[src/rtl/video_port_a_pkg.sv]
// constants, field layout and mode encodings of the port a sync block
// assumes a 32-bit apb register bus with byte addresses in paddr
package video_port_a_pkg;
  // ==========================================================
  // register map (byte addresses)
  // ==========================================================
  localparam logic [7:0] setting_addr = 8'h50; // port setting word
  localparam logic [7:0] irq_status_addr = 8'h54; // sticky events
  localparam logic [7:0] irq_mask_addr = 8'h58; // interrupt enables
  localparam logic [7:0] state_addr = 8'h5c; // live sync state
  localparam int addr_w = 8; // paddr width

  // ==========================================================
  // setting word field positions
  // ==========================================================
  localparam int line_clock_dir_bit = 31;
  localparam int sync_cfg_hi = 30;
  localparam int sync_cfg_lo = 29;
  localparam int vpol_bit = 28;
  localparam int hpol_bit = 27;
  localparam int deriv_hi = 26;
  localparam int deriv_lo = 24;
  localparam int edge_sel_hi = 23;
  localparam int edge_sel_lo = 22;
  localparam logic [31:0] setting_reset = 32'h0000_0000;
  // bits 21..0 are reserved or belong to the other port here
  localparam logic [31:0] setting_keep = 32'hffc0_0000;

  // ==========================================================
  // interrupt and state word layout
  // ==========================================================
  localparam int irq_w = 1; // one event: field identity edge
  localparam int irq_field_bit = 0;
  localparam logic [irq_w-1:0] irq_reset = 1'h0;
  localparam int state_w = 6; // live readback bits

  // ==========================================================
  // timing reference code on the video data stream
  // ==========================================================
  localparam logic [7:0] preamble_ones = 8'hff;
  localparam logic [7:0] preamble_zeros = 8'h00;
  localparam int code_field_bit = 6;
  localparam int code_vblank_bit = 5;
  localparam int code_hblank_bit = 4;

  // ==========================================================
  // mode encodings
  // ==========================================================
  typedef enum logic [1:0] {
    sync_pins_in, sync_hps_out, sync_field_mem, sync_brs_out
  } sync_cfg_t;
  typedef enum logic [2:0] {
    der_rise_direct, der_fall_direct, der_rise_forced,
    der_fall_forced, der_rise_free, der_fall_free,
    der_frame_sync, der_stream_codes
  } deriv_t;
  typedef enum logic [1:0] {
    edge_none, edge_rise, edge_fall, edge_both
  } edge_sel_t;
endpackage

[src/rtl/video_port_a_sync.sv]
// port a sync configuration, pin steering and strobe derivation
// assumes apb master on clk; pins, line clocks and data are async
// to clk and are synchronised here; scaler gates are on clk
//
// Design decision made here: the APB slave port.
`timescale 1ns/10ps
// Contract
// - line clock bit: input, or copy port b
// - sync config 00: both pins input, undriven
// - config 01: drive horizontal-phase scaler gates
// - config 10: field memory reset, vsync in
// - config 11: drive binary-ratio scaler gates
// - vertical polarity bit inverts driven vsync
// - horizontal polarity bit inverts driven hsync
// - derivation field picks strobe source, pins or stream codes
// - code 000: rising edges, field at vsync rise
// - code 001: vsync falling, field at fall
// - codes 010/011: field forced toggle at fall
// - codes 100/101: field toggles freely
// - code 110: both frame sync edges, field follows
// - code 111: strobes from stream timing codes
// - field edge select raises interrupt condition
module video_port_a_sync
  import video_port_a_pkg::*;
(
  input wire logic clk,
  input wire logic rst_b,
  input wire logic psel,
  input wire logic penable,
  input wire logic pwrite,
  input wire logic [video_port_a_pkg::addr_w-1:0] paddr,
  input wire logic [31:0] pwdata,
  output logic [31:0] prdata,
  output logic pready,
  output logic pslverr,
  input wire logic line_clock_port_a_in,
  output logic line_clock_port_a_out,
  output logic line_clock_port_a_oe,
  input wire logic line_clock_port_b_in,
  input wire logic hsync_pin_a_in,
  output logic hsync_pin_a_out,
  output logic hsync_pin_a_oe,
  input wire logic vsync_pin_a_in,
  output logic vsync_pin_a_out,
  output logic vsync_pin_a_oe,
  input wire logic [7:0] video_port_a,
  input wire logic hps_horizontal_gate,
  input wire logic hps_vertical_gate,
  input wire logic brs_horizontal_gate,
  input wire logic brs_vertical_gate,
  input wire logic field_memory_reset,
  input wire logic hscaler_source_select_msb,
  output logic brs_vsync,
  output logic internal_hstrobe_a,
  output logic internal_vstrobe_a,
  output logic internal_field_flag_a,
  output logic irq
);
  import video_port_a_pkg::*;

  // ==========================================================
  // declarations
  // ==========================================================
  logic [31:0] setting; // only the kept bits ever become set
  logic [irq_w-1:0] irq_status; // sticky events
  logic [irq_w-1:0] irq_mask; // one enables an event
  logic [11:0] pins_s; // synchronised pin levels
  logic lca_s; // line clock a, synchronised
  logic lcb_s; // line clock b, synchronised
  logic hs_s; // hsync pin, synchronised
  logic vs_s; // vsync pin, synchronised
  logic [7:0] data_s; // video data, synchronised
  logic lc_prev; // selected line clock, last cycle
  logic lc_rise; // byte sample pulse for the decoder
  logic dec_h; // decoded horizontal blanking level
  logic dec_v; // decoded vertical blanking level
  logic dec_f; // decoded field level
  logic h_src; // level the strobes derive from
  logic v_src;
  logic h_prev; // source levels, last cycle
  logic v_prev;
  logic h_rise;
  logic v_rise;
  logic v_fall;
  logic field_prev; // field flag, last cycle
  logic field_event; // field edge that is an irq condition
  logic next_hs_out; // pin drive values before the flop
  logic next_hs_oe;
  logic next_vs_out;
  logic next_vs_oe;
  logic next_field;
  logic next_vstrobe;
  logic next_hstrobe;
  logic setup; // apb access phase, first cycle
  logic take; // apb edge at which the transfer completes
  logic mapped; // paddr hits one of the words
  logic [irq_w-1:0] w1c; // status bits software clears
  logic [31:0] read_word;
  sync_cfg_t sync_cfg;
  deriv_t deriv;
  edge_sel_t edge_sel;

  // ==========================================================
  // field views of the setting word
  // ==========================================================
  assign sync_cfg = sync_cfg_t'(setting[sync_cfg_hi:sync_cfg_lo]);
  assign deriv = deriv_t'(setting[deriv_hi:deriv_lo]);
  assign edge_sel = edge_sel_t'(setting[edge_sel_hi:edge_sel_lo]);

  // ==========================================================
  // pin synchronisers
  // ==========================================================
  // every async level crosses through two flops before use
  pin_sync #(
    .width(12)
  ) u_pin_sync (
    .clk(clk),
    .rst_b(rst_b),
    .d({line_clock_port_a_in, line_clock_port_b_in,
        hsync_pin_a_in, vsync_pin_a_in, video_port_a}),
    .q(pins_s)
  );
  assign lca_s = pins_s[11];
  assign lcb_s = pins_s[10];
  assign hs_s = pins_s[9];
  assign vs_s = pins_s[8];
  assign data_s = pins_s[7:0];

  // ==========================================================
  // apb slave: one wait state, answer registered
  // ==========================================================
  assign setup = psel && penable && !pready;
  assign take = psel && penable && pready;
  assign mapped = (paddr == setting_addr) ||
                  (paddr == irq_status_addr) ||
                  (paddr == irq_mask_addr) ||
                  (paddr == state_addr);

  // pready rises one cycle into the access phase
  always_ff @(posedge clk or negedge rst_b) begin
    if (!rst_b) begin
      pready <= 1'b0;
    end else begin
      pready <= setup;
    end
  end

  // read mux; unimplemented and reserved bits read zero
  always_comb begin
    read_word = 32'h0;
    case (paddr)
      setting_addr: read_word = setting & setting_keep;
      irq_status_addr: read_word[irq_w-1:0] = irq_status;
      irq_mask_addr: read_word[irq_w-1:0] = irq_mask;
      state_addr: read_word[state_w-1:0] =
        {lc_prev, v_src, h_src, internal_vstrobe_a,
         internal_hstrobe_a, internal_field_flag_a};
      default: read_word = 32'h0;
    endcase
  end

  // answer captured with pready, held until the next answer
  always_ff @(posedge clk or negedge rst_b) begin
    if (!rst_b) begin
      prdata <= 32'h0;
      pslverr <= 1'b0;
    end else if (setup) begin
      prdata <= pwrite ? 32'h0 : read_word;
      pslverr <= !mapped;
    end
  end

  // ==========================================================
  // setting register
  // ==========================================================
  // writes apply at once; ordering is
  // left to software
  always_ff @(posedge clk or negedge rst_b) begin
    if (!rst_b) begin
      setting <= setting_reset;
    end else if (take && pwrite && paddr == setting_addr) begin
      setting <= pwdata & setting_keep;
    end
  end

  // mask register, same layout as status
  always_ff @(posedge clk or negedge rst_b) begin
    if (!rst_b) begin
      irq_mask <= irq_reset;
    end else if (take && pwrite && paddr == irq_mask_addr) begin
      irq_mask <= pwdata[irq_w-1:0];
    end
  end

  // ==========================================================
  // line clock pin
  // ==========================================================
  // copy lags port b by three clk cycles;
  // tolerable against a slow pixel clock
  always_ff @(posedge clk or negedge rst_b) begin
    if (!rst_b) begin
      line_clock_port_a_out <= 1'b0;
      line_clock_port_a_oe <= 1'b0;
    end else begin
      line_clock_port_a_oe <= setting[line_clock_dir_bit];
      line_clock_port_a_out <= setting[line_clock_dir_bit] ?
                               lcb_s : 1'b0;
    end
  end

  // ==========================================================
  // sync pin drive selection
  // ==========================================================
  always_comb begin
    next_hs_out = 1'b0;
    next_hs_oe = 1'b0;
    next_vs_out = 1'b0;
    next_vs_oe = 1'b0;
    case (sync_cfg)
      sync_pins_in: begin
        next_hs_oe = 1'b0;
        next_vs_oe = 1'b0;
      end
      sync_hps_out: begin
        next_hs_oe = 1'b1;
        next_vs_oe = 1'b1;
        next_hs_out = hps_horizontal_gate;
        next_vs_out = hps_vertical_gate;
      end
      sync_field_mem: begin
        // vsync stays an input and feeds the ratio scaler
        next_hs_oe = 1'b1;
        next_hs_out = field_memory_reset;
      end
      sync_brs_out: begin
        next_hs_oe = 1'b1;
        next_vs_oe = 1'b1;
        next_hs_out = brs_horizontal_gate;
        next_vs_out = brs_vertical_gate;
      end
      default: begin
        next_hs_oe = 1'b0;
        next_vs_oe = 1'b0;
      end
    endcase
    // polarity only matters while the pin is driven
    if (next_hs_oe && setting[hpol_bit]) begin
      next_hs_out = !next_hs_out;
    end
    if (next_vs_oe && setting[vpol_bit]) begin
      next_vs_out = !next_vs_out;
    end
  end

  // pin flops
  always_ff @(posedge clk or negedge rst_b) begin
    if (!rst_b) begin
      hsync_pin_a_out <= 1'b0;
      hsync_pin_a_oe <= 1'b0;
      vsync_pin_a_out <= 1'b0;
      vsync_pin_a_oe <= 1'b0;
    end else begin
      hsync_pin_a_out <= next_hs_out;
      hsync_pin_a_oe <= next_hs_oe;
      vsync_pin_a_out <= next_vs_out;
      vsync_pin_a_oe <= next_vs_oe;
    end
  end

  // vsync pin into the ratio scaler in field memory mode
  always_ff @(posedge clk or negedge rst_b) begin
    if (!rst_b) begin
      brs_vsync <= 1'b0;
    end else begin
      brs_vsync <= (sync_cfg == sync_field_mem) ? vs_s : 1'b0;
    end
  end

  // ==========================================================
  // stream timing code recovery
  // ==========================================================
  // bytes are taken on the rising edge of whichever line clock
  // the port is using: its own pin, or the copy of port b
  always_ff @(posedge clk or negedge rst_b) begin
    if (!rst_b) begin
      lc_prev <= 1'b0;
    end else begin
      lc_prev <= setting[line_clock_dir_bit] ? lcb_s : lca_s;
    end
  end
  assign lc_rise = !lc_prev &&
                   (setting[line_clock_dir_bit] ? lcb_s : lca_s);

  timing_code_decoder u_decoder (
    .clk(clk),
    .rst_b(rst_b),
    .sample(lc_rise),
    .data(data_s),
    .h_level(dec_h),
    .v_level(dec_v),
    .f_level(dec_f)
  );

  // ==========================================================
  // strobe source and edges
  // ==========================================================
  // driven pins use the flop level,
  // input pins the synchronised level
  always_comb begin
    if (deriv == der_stream_codes) begin
      h_src = dec_h;
      v_src = dec_v;
    end else begin
      h_src = hsync_pin_a_oe ? hsync_pin_a_out : hs_s;
      v_src = vsync_pin_a_oe ? vsync_pin_a_out : vs_s;
    end
  end

  // previous source levels for edge detection
  always_ff @(posedge clk or negedge rst_b) begin
    if (!rst_b) begin
      h_prev <= 1'b0;
      v_prev <= 1'b0;
    end else begin
      h_prev <= h_src;
      v_prev <= v_src;
    end
  end
  assign h_rise = h_src && !h_prev;
  assign v_rise = v_src && !v_prev;
  assign v_fall = !v_src && v_prev;

  // ==========================================================
  // strobe and field derivation per mode
  // ==========================================================
  always_comb begin
    next_hstrobe = h_rise;
    next_vstrobe = 1'b0;
    next_field = internal_field_flag_a;
    case (deriv)
      der_rise_direct: begin
        next_vstrobe = v_rise;
        if (v_rise) next_field = h_src;
      end
      der_fall_direct: begin
        next_vstrobe = v_fall;
        if (v_fall) next_field = h_src;
      end
      der_rise_forced, der_fall_forced: begin
        next_vstrobe = (deriv == der_rise_forced) ?
                       v_rise : v_fall;
        // a repeated hsync sample is overridden: always alternates
        if (v_fall) next_field = (h_src != internal_field_flag_a) ?
                                 h_src : !internal_field_flag_a;
      end
      der_rise_free: begin
        next_vstrobe = v_rise;
        if (v_rise) next_field = !internal_field_flag_a;
      end
      der_fall_free: begin
        next_vstrobe = v_fall;
        if (v_fall) next_field = !internal_field_flag_a;
      end
      der_frame_sync: begin
        next_vstrobe = v_rise || v_fall;
        next_field = v_src;
      end
      der_stream_codes: begin
        // unusable while the scaler takes the other source
        next_hstrobe = h_rise && !hscaler_source_select_msb;
        next_vstrobe = v_rise && !hscaler_source_select_msb;
        if (!hscaler_source_select_msb) next_field = dec_f;
      end
      default: begin
        next_vstrobe = 1'b0;
      end
    endcase
  end

  // strobe outputs are one-cycle pulses, field is a level
  always_ff @(posedge clk or negedge rst_b) begin
    if (!rst_b) begin
      internal_hstrobe_a <= 1'b0;
      internal_vstrobe_a <= 1'b0;
      internal_field_flag_a <= 1'b0;
      field_prev <= 1'b0;
    end else begin
      internal_hstrobe_a <= next_hstrobe;
      internal_vstrobe_a <= next_vstrobe;
      internal_field_flag_a <= next_field;
      field_prev <= internal_field_flag_a;
    end
  end

  // ==========================================================
  // field identity edge condition and interrupt
  // ==========================================================
  // odd field is flag one, so a rising edge starts an odd field
  always_comb begin
    case (edge_sel)
      edge_none: field_event = 1'b0;
      edge_rise: field_event = internal_field_flag_a &&
                               !field_prev;
      edge_fall: field_event = !internal_field_flag_a &&
                               field_prev;
      edge_both: field_event = internal_field_flag_a !=
                               field_prev;
      default: field_event = 1'b0;
    endcase
  end

  assign w1c = (take && pwrite && paddr == irq_status_addr) ?
               pwdata[irq_w-1:0] : {irq_w{1'b0}};

  // sticky status; a new event in the clearing cycle survives
  always_ff @(posedge clk or negedge rst_b) begin
    if (!rst_b) begin
      irq_status <= irq_reset;
    end else begin
      irq_status[irq_field_bit] <= field_event ||
        (irq_status[irq_field_bit] && !w1c[irq_field_bit]);
    end
  end

  // level interrupt, one cycle behind status
  always_ff @(posedge clk or negedge rst_b) begin
    if (!rst_b) begin
      irq <= 1'b0;
    end else begin
      irq <= |(irq_status & irq_mask);
    end
  end
endmodule // video_port_a_sync

[src/rtl/pin_sync.sv]
// two-stage synchroniser for a bundle of asynchronous pin levels
// assumes each bit is an independent level; no word coherence
`timescale 1ns/10ps
module pin_sync #(
  parameter int width = 1
) (
  input wire logic clk,
  input wire logic rst_b,
  input wire logic [width-1:0] d,
  output logic [width-1:0] q
);
  logic [width-1:0] meta; // first stage, read only by q

  // ==========================================================
  // two flops in series
  // ==========================================================
  always_ff @(posedge clk or negedge rst_b) begin
    if (!rst_b) begin
      meta <= '0;
      q <= '0;
    end else begin
      meta <= d;
      q <= meta;
    end
  end
endmodule // pin_sync

[src/rtl/timing_code_decoder.sv]
// recovers blanking and field levels from embedded timing codes
// assumes sample pulses once per byte, data already synchronised
`timescale 1ns/10ps
module timing_code_decoder
  import video_port_a_pkg::*;
(
  input wire logic clk,
  input wire logic rst_b,
  input wire logic sample,
  input wire logic [7:0] data,
  output logic h_level,
  output logic v_level,
  output logic f_level
);
  logic [1:0] seen; // preamble bytes matched so far

  // ==========================================================
  // preamble tracker: ones, zeros, zeros, then the code word
  // ==========================================================
  always_ff @(posedge clk or negedge rst_b) begin
    if (!rst_b) begin
      seen <= 2'h0;
    end else if (sample) begin
      if (data == preamble_ones) begin
        seen <= 2'h1; // a fresh preamble may restart anytime
      end else if (seen != 2'h0 && seen != 2'h3 &&
                   data == preamble_zeros) begin
        seen <= seen + 2'h1;
      end else begin
        seen <= 2'h0; // code word consumed or broken preamble
      end
    end
  end

  // ==========================================================
  // code word capture
  // ==========================================================
  always_ff @(posedge clk or negedge rst_b) begin
    if (!rst_b) begin
      h_level <= 1'b0;
      v_level <= 1'b0;
      f_level <= 1'b0;
    end else if (sample && seen == 2'h3) begin
      h_level <= data[code_hblank_bit];
      v_level <= data[code_vblank_bit];
      f_level <= data[code_field_bit];
    end
  end
endmodule // timing_code_decoder

[config.mk]
export PLATFORM = sky130hd
export DESIGN_NAME = video_port_a_sync
export DESIGN_NICKNAME = d
export VERILOG_FILES = /design/src/rtl/video_port_a_pkg.sv /design/src/rtl/video_port_a_sync.sv /design/src/rtl/pin_sync.sv /design/src/rtl/timing_code_decoder.sv
export SDC_FILE = /design/constraint.sdc
export NUM_CORES = 1
export LEC_CHECK = 0
export ABC_AREA = 1
export BUFFER_PORTS_ARGS = -buffer_cell sky130_fd_sc_hd__clkbuf_2
export CAP_MARGIN = 20
export CELL_PAD_IN_SITES_DETAIL_PLACEMENT = 2
export CELL_PAD_IN_SITES_GLOBAL_PLACEMENT = 2
export CORE_MARGIN = 2
export CORE_UTILIZATION = 31
export DETAILED_ROUTE_END_ITERATION = 16
export HOLD_SLACK_MARGIN = 0.02
export PLACE_DENSITY_LB_ADDON = 0.1
export SYNTH_ARGS = -nofsm -noshare
export SYNTH_HDL_FRONTEND = slang
export SYNTH_SLANG_ARGS = --single-unit
[constraint.sdc]
create_clock -name clk -period 2.2 [get_ports clk]
set_input_delay 0.44 -clock clk [delete_from_list [all_inputs] [get_ports clk]]
set_output_delay 0.44 -clock clk [all_outputs]
set_load 0.005 [all_outputs]
# After elaboration in Yosys (flattened, before gate mapping)
# Cells that the tools add are included.
# totals
word_cells	138
reg_bits	90
output_inout_bits	45
# classes
eq_ne	28
n_addsub	1
n_mux	32
reduce_logical	49
bitwise_logic	1
# ops
op	n
equality test 8 x 7 -> 1 bit, second input constant	4
2-to-1 mux 32 bit	1
2-to-1 mux 26 bit	1
logical AND 1 bit	21
2-to-1 mux 1 bit	20
inequality test 2 bit, second input constant	7
equality test 3 bit, second input constant	4
zero test 1 bit	12
equality test 2 bit, second input constant	5
equality test 8 bit, second input constant	1
zero test 8 bit	1
OR reduction 2 bit	4
one-hot mux 1 bit (7 select lines)	1
equality test 3 x 2 -> 1 bit, second input constant	2
one-hot mux 1 bit (3 select lines)	2
AND reduction 6 bit	1
logical OR 1 bit	5
2-to-1 mux 5 bit	1
one-hot mux 1 bit (5 select lines)	1
equality test 2 x 1 -> 1 bit, second input constant	2
zero test 2 bit	2
2-to-1 mux 2 bit	2
one-hot mux 1 bit (2 select lines)	2
one-hot mux 1 bit (4 select lines)	1
7 further kinds	8

# Logic depth before layout (Yosys ltp)
# logic_depth
word_depth	8
ltp_mapped	9
ltp_nobuf	9

# Modules after synthesis
# Synthesis repeated with hierarchy kept, for this count alone.
# unflattened
cells_unflattened	311
area_unflattened_um2	3148.0
# by_module_without_submodules
mod	instances	area_per_inst_um2	cells_per_inst
video_port_a_sync	1	2268.4	256
pin_sync	1	600.6	24
timing_code_decoder	1	279.0	31

# Worst setup path before layout
# No wires, ideal clock.
# synth_path
path_kind	input-to-reg
from	in paddr[5] (netlist name)
to	reg setting[24]
t_arrival_ns	1.183
setup_ns	0.123
n_path_buf	1
slack_ns	0.894
path_stages	7
path_cell_list	nor2_1 nand3_1 nor3_4 nand2_2 buf_6 nor2_2 a21oi_2
# synth_between
elab_chain_len	2
# synth_lines
item	line	rtl
from (decl)	video_port_a_sync.sv:31	input wire logic [video_port_a_pkg::addr_w-1:0] paddr,
equality test 8 x 7 -> 1 bit	video_port_a_sync.sv:181	end else if (take && pwrite && paddr == setting_addr) begin
logical AND 1 bit	video_port_a_sync.sv:181	
to (signal assigned)	video_port_a_sync.sv:180	setting <= setting_reset;
to (signal assigned)	video_port_a_sync.sv:182	setting <= pwdata & setting_keep;
to (decl)	video_port_a_sync.sv:64	logic [31:0] setting;
# Every way passes these cells.
# A chain may end at the register's enable or synchronous reset.

# Worst setup path after layout
# layout_path
from	reg setting[31]
to	reg u_decoder.f_level
# layout_between
elab_chain_len	3
# layout_lines
item	line	rtl
2-to-1 mux 1 bit	video_port_a_sync.sv:292	(setting[line_clock_dir_bit] ? lcb_s : lca_s);
logical AND 1 bit	video_port_a_sync.sv:291	assign lc_rise = !lc_prev &&
logical AND 1 bit	timing_code_decoder.sv:43	end else if (sample && seen == 2'h3) begin
to (signal assigned)	timing_code_decoder.sv:46	f_level <= data[code_field_bit];
to (decl)	timing_code_decoder.sv:13	output logic f_level
# Every way passes these cells.

==> summary.md <==
| Metric | Value |
|---|---|
| Initial antenna violation count | 0 |
| Root buffer cell | clkbuf_8 |
| Worst-path maximum fanout | 5 |
| PnR Total Power | approximately 2.7 mW |
| Pin count of the biggest net entering global routing | 50 |
| DR vias/cell | 4.369 |
| Area of the multi-input gates | 967.2 um^2 |
| Clock buffer depth | 2 |
| Final core utilization | 38.37% |
| Mapped Cells | 309 |
| RSZ-0062 raised after global routing | no |
| Nets | 451 |
| Max-cap viol count | 0 |
| DR iter-0 viols | roughly 70 |
| PwrDens | 716.1 mW/mm^2 |
| Register area | ~0.0019 mm^2 |
| Antenna-violating nets left | 0 |
| Clock sinks | 74 |
| Post-route DRC | 0 |
| Number of synthesized register bits | between 70 and 80 |
| H-tree Lvls | 3 |
| Worst-Skew Late Latency | approximately 0.35 ns |
| Final WL | between 7 and 8 mm |
| Final hold vios | 0 |
| Worst Setup Slack, final | slightly below 0.7 ns |
| Startpoint types | flip-flop |
| Crit path buf inv count | 1 |
| Place WS | approximately 0.57 ns |
| Cell taking the most area after synthesis | dfrtp_1 |
| HP Class | input port to async pin |
| Gp weighted congestion | ~0.74 |
| Row count | 36 |
| DR vias | 2,285 |
| Post-DP HPWL | 5.507 mm |
| Slew at the pin closest to its max-slew limit | between 0.6 and 0.7 ns |
| First-pass GRT wire length | 11.93 mm |
| Max incr delay on CP | ~0.40 ns |
| Max frequency | ~0.66 GHz |
| Status | complete, no violations |
| Avg Cell Area, Syn | 9.929 um^2 |
| Slew margin rel. | between 50 and 60% |
| Post-CTS setup buffers | 0 |
| GRT Total Usage | around 15% |
| Setup TNS | 0 ns |
| Final setup skew | between 0.01 and 0.015 ns |
| Crit Path Class | flip-flop to flip-flop |
| Worst path most repeated cell | nand2_1 |
| CTS tree | built |
| Filler cells | around 1,100 |
| VDD IR-drop max | between 0.0003 and 0.0004 V |
| Crit path max-delay family | simple AND/OR/NAND/NOR gates |
| Slew Viols, Final | 0 |
| Area of the core | ~0.0097 mm^2 |
| Number of port buffers | 70 |
| Worst path cell trace | inv_1 > nand2_1 > nand2_1 > nand2_1 > nor2_2 > mux2_2 |
| Area grow syn2layout | 21.13% |
| Chip height | 103.5 um |
| Sequential cell area fraction in the yosys report | between 60% and 70% |
| Full die area | around 0.011 mm^2 |
| Final setup viols | 0 |
| ANT cells | 0 |
| Synth unique cells | 28 |
| Yosys warns | 0 |
| Mapped Area | approximately 0.0031 mm^2 |
| Pleak | 1.935 nW |
| Avg WL per Cell | 13.89 um |
| WP data arrival | between 1.5 and 2 ns |
| I/O Pins | ~110 |
| Slowest CP cell | dfrtp_1 |
| Final period util | approximately 69% |
| CP Capture Type | flip-flop |
| First-pass DRT Iterations | 4 |
| Req. time, crit path | roughly 2.4 ns |
| GRT Residual Overflow | 0 |
| Vias in the first global route | around 2,400 |
| Share of layout cells above drive strength 1 | between 30% and 40% |
| CTS Hold Bufs | 0 |
| Initial core utilization | 31.68% |
| Worst-path clk slew | 0.09 ns |
| Yosys top cell area share | between 60% and 70% |
| Tmin final | around 1.5 ns |
| Inserted Clock Buffers | 9 |
| Die width | between 100 and 150 um |
| Post-CTS Resized | 0 |
| Largest cells by area after synthesis | dfrtp_1 60%, nand2_1 7.8%, inv_1 4.4% |
[power breakdown]
group	leakage [nW]	internal (mW)	switching [mW]	total, mW
sequential	0.891	1.39	0.0178	1.41
clock	0.102	0.544	0.561	1.10
combinational	0.942	0.0530	0.0913	0.144
[routing by layer]
metal	up-vias	part of all wire, %	global-route usage, %
li1	1098	-	-
met1	1119	46	19.05
met2	64	47	24.07
met3	4	5.4	4.032
met4	0	0.87	4.555
met5	-	0	0
[metrics by stage]
stage	cells	hold WS, ns	area [um^2]
after detailed placement	507	0.3379	3508
after CTS	523	0.1390	3716
after floorplan	324	0.1444	3124
after global routing	523	0.1581	3716
after global placement	507	0.3325	3508
final	523	0.1177	3716
[cells by family after synthesis]
kind of cell / Yosys count / share of synthesized area [%]
simple gates: 130 / 19.94
flops: 74 / 60.36
buf+inv: 60 / 9.951
compound gates: 39 / 7.749
fa+ha+maj: 3 / 1.224
other cells: 1 / 0.1222
xor+xnor: 1 / 0.2855
mux: 1 / 0.3670
[layout by cell type (no fill, tap or decap), types with 2 or more instances in the layout]
cell type   n
buf_4       2
clkbuf_8    9
nor2_2      9
o21ai_1     5
nand2_1    64
ha_1        3
nor2_1     16
o21ai_0    18
a21oi_2    10
nor2_4      4
clkinv_4    2
inv_2       2
inv_6       2
nand3_1    20
a21oi_1     3
conb_1     16
nor3_1      5
nand4_1     7
dfrtp_1    74
inv_1      36
nand2_2     3
clkbuf_2   69
[flip-flops by register name, indices dropped and copies added, names as in the netlist, 2 cells and up]
register,cells
prdata,16
u_decoder.seen,2
u_pin_sync.q,12
setting,10
u_pin_sync.meta,12
[synthesized netlist by cell type]
library cell	number
buf_6	2
a22oi_1	1
conb_1	1
ha_1	3
mux2_2	1
o22ai_1	1
a21oi_1	3
inv_1	36
clkbuf_1	2
clkbuf_2	1
nand4_1	7
dfrtp_1	74
o21ai_1	5
xnor2_1	1
and3_1	1
nor3_4	1
nor2_2	9
a21oi_2	10
nor3_1	5
a31oi_1	1
nand3_1	20
inv_2	2
nand2_1	64
nor2_1	16
buf_4	17
nor2_4	4
nand2_2	3
o21ai_0	18
[cell type report]
type / instances / share of cell area (%)
Clock inverter: 7 / 2.256
Multi-Input combinational cell: 190 / 26.03
Sequential cell: 74 / 49.83
Timing Repair Buffer: 72 / 10.24
Tap cell: 133 / 4.478
Clock buffer: 9 / 3.333
Inverter: 38 / 3.838
[final timing paths]
check	from	end	slack [ns]	depth (start not counted)
max	setting[31]	u_decoder.f_level	0.68	6
min	rst_b	prdata[23]	0.12	1
max reg2reg	setting[31]	u_decoder.f_level	0.68	6
min reg2reg	u_pin_sync.meta[5]	u_pin_sync.q[5]	0.35	0
max in group asynchronous	rst_b	setting[31]	1.50	2
min in group clk	video_port_a[5]	u_pin_sync.meta[5]	0.19	1
Note: power is estimated with default switching activity, not from simulation.
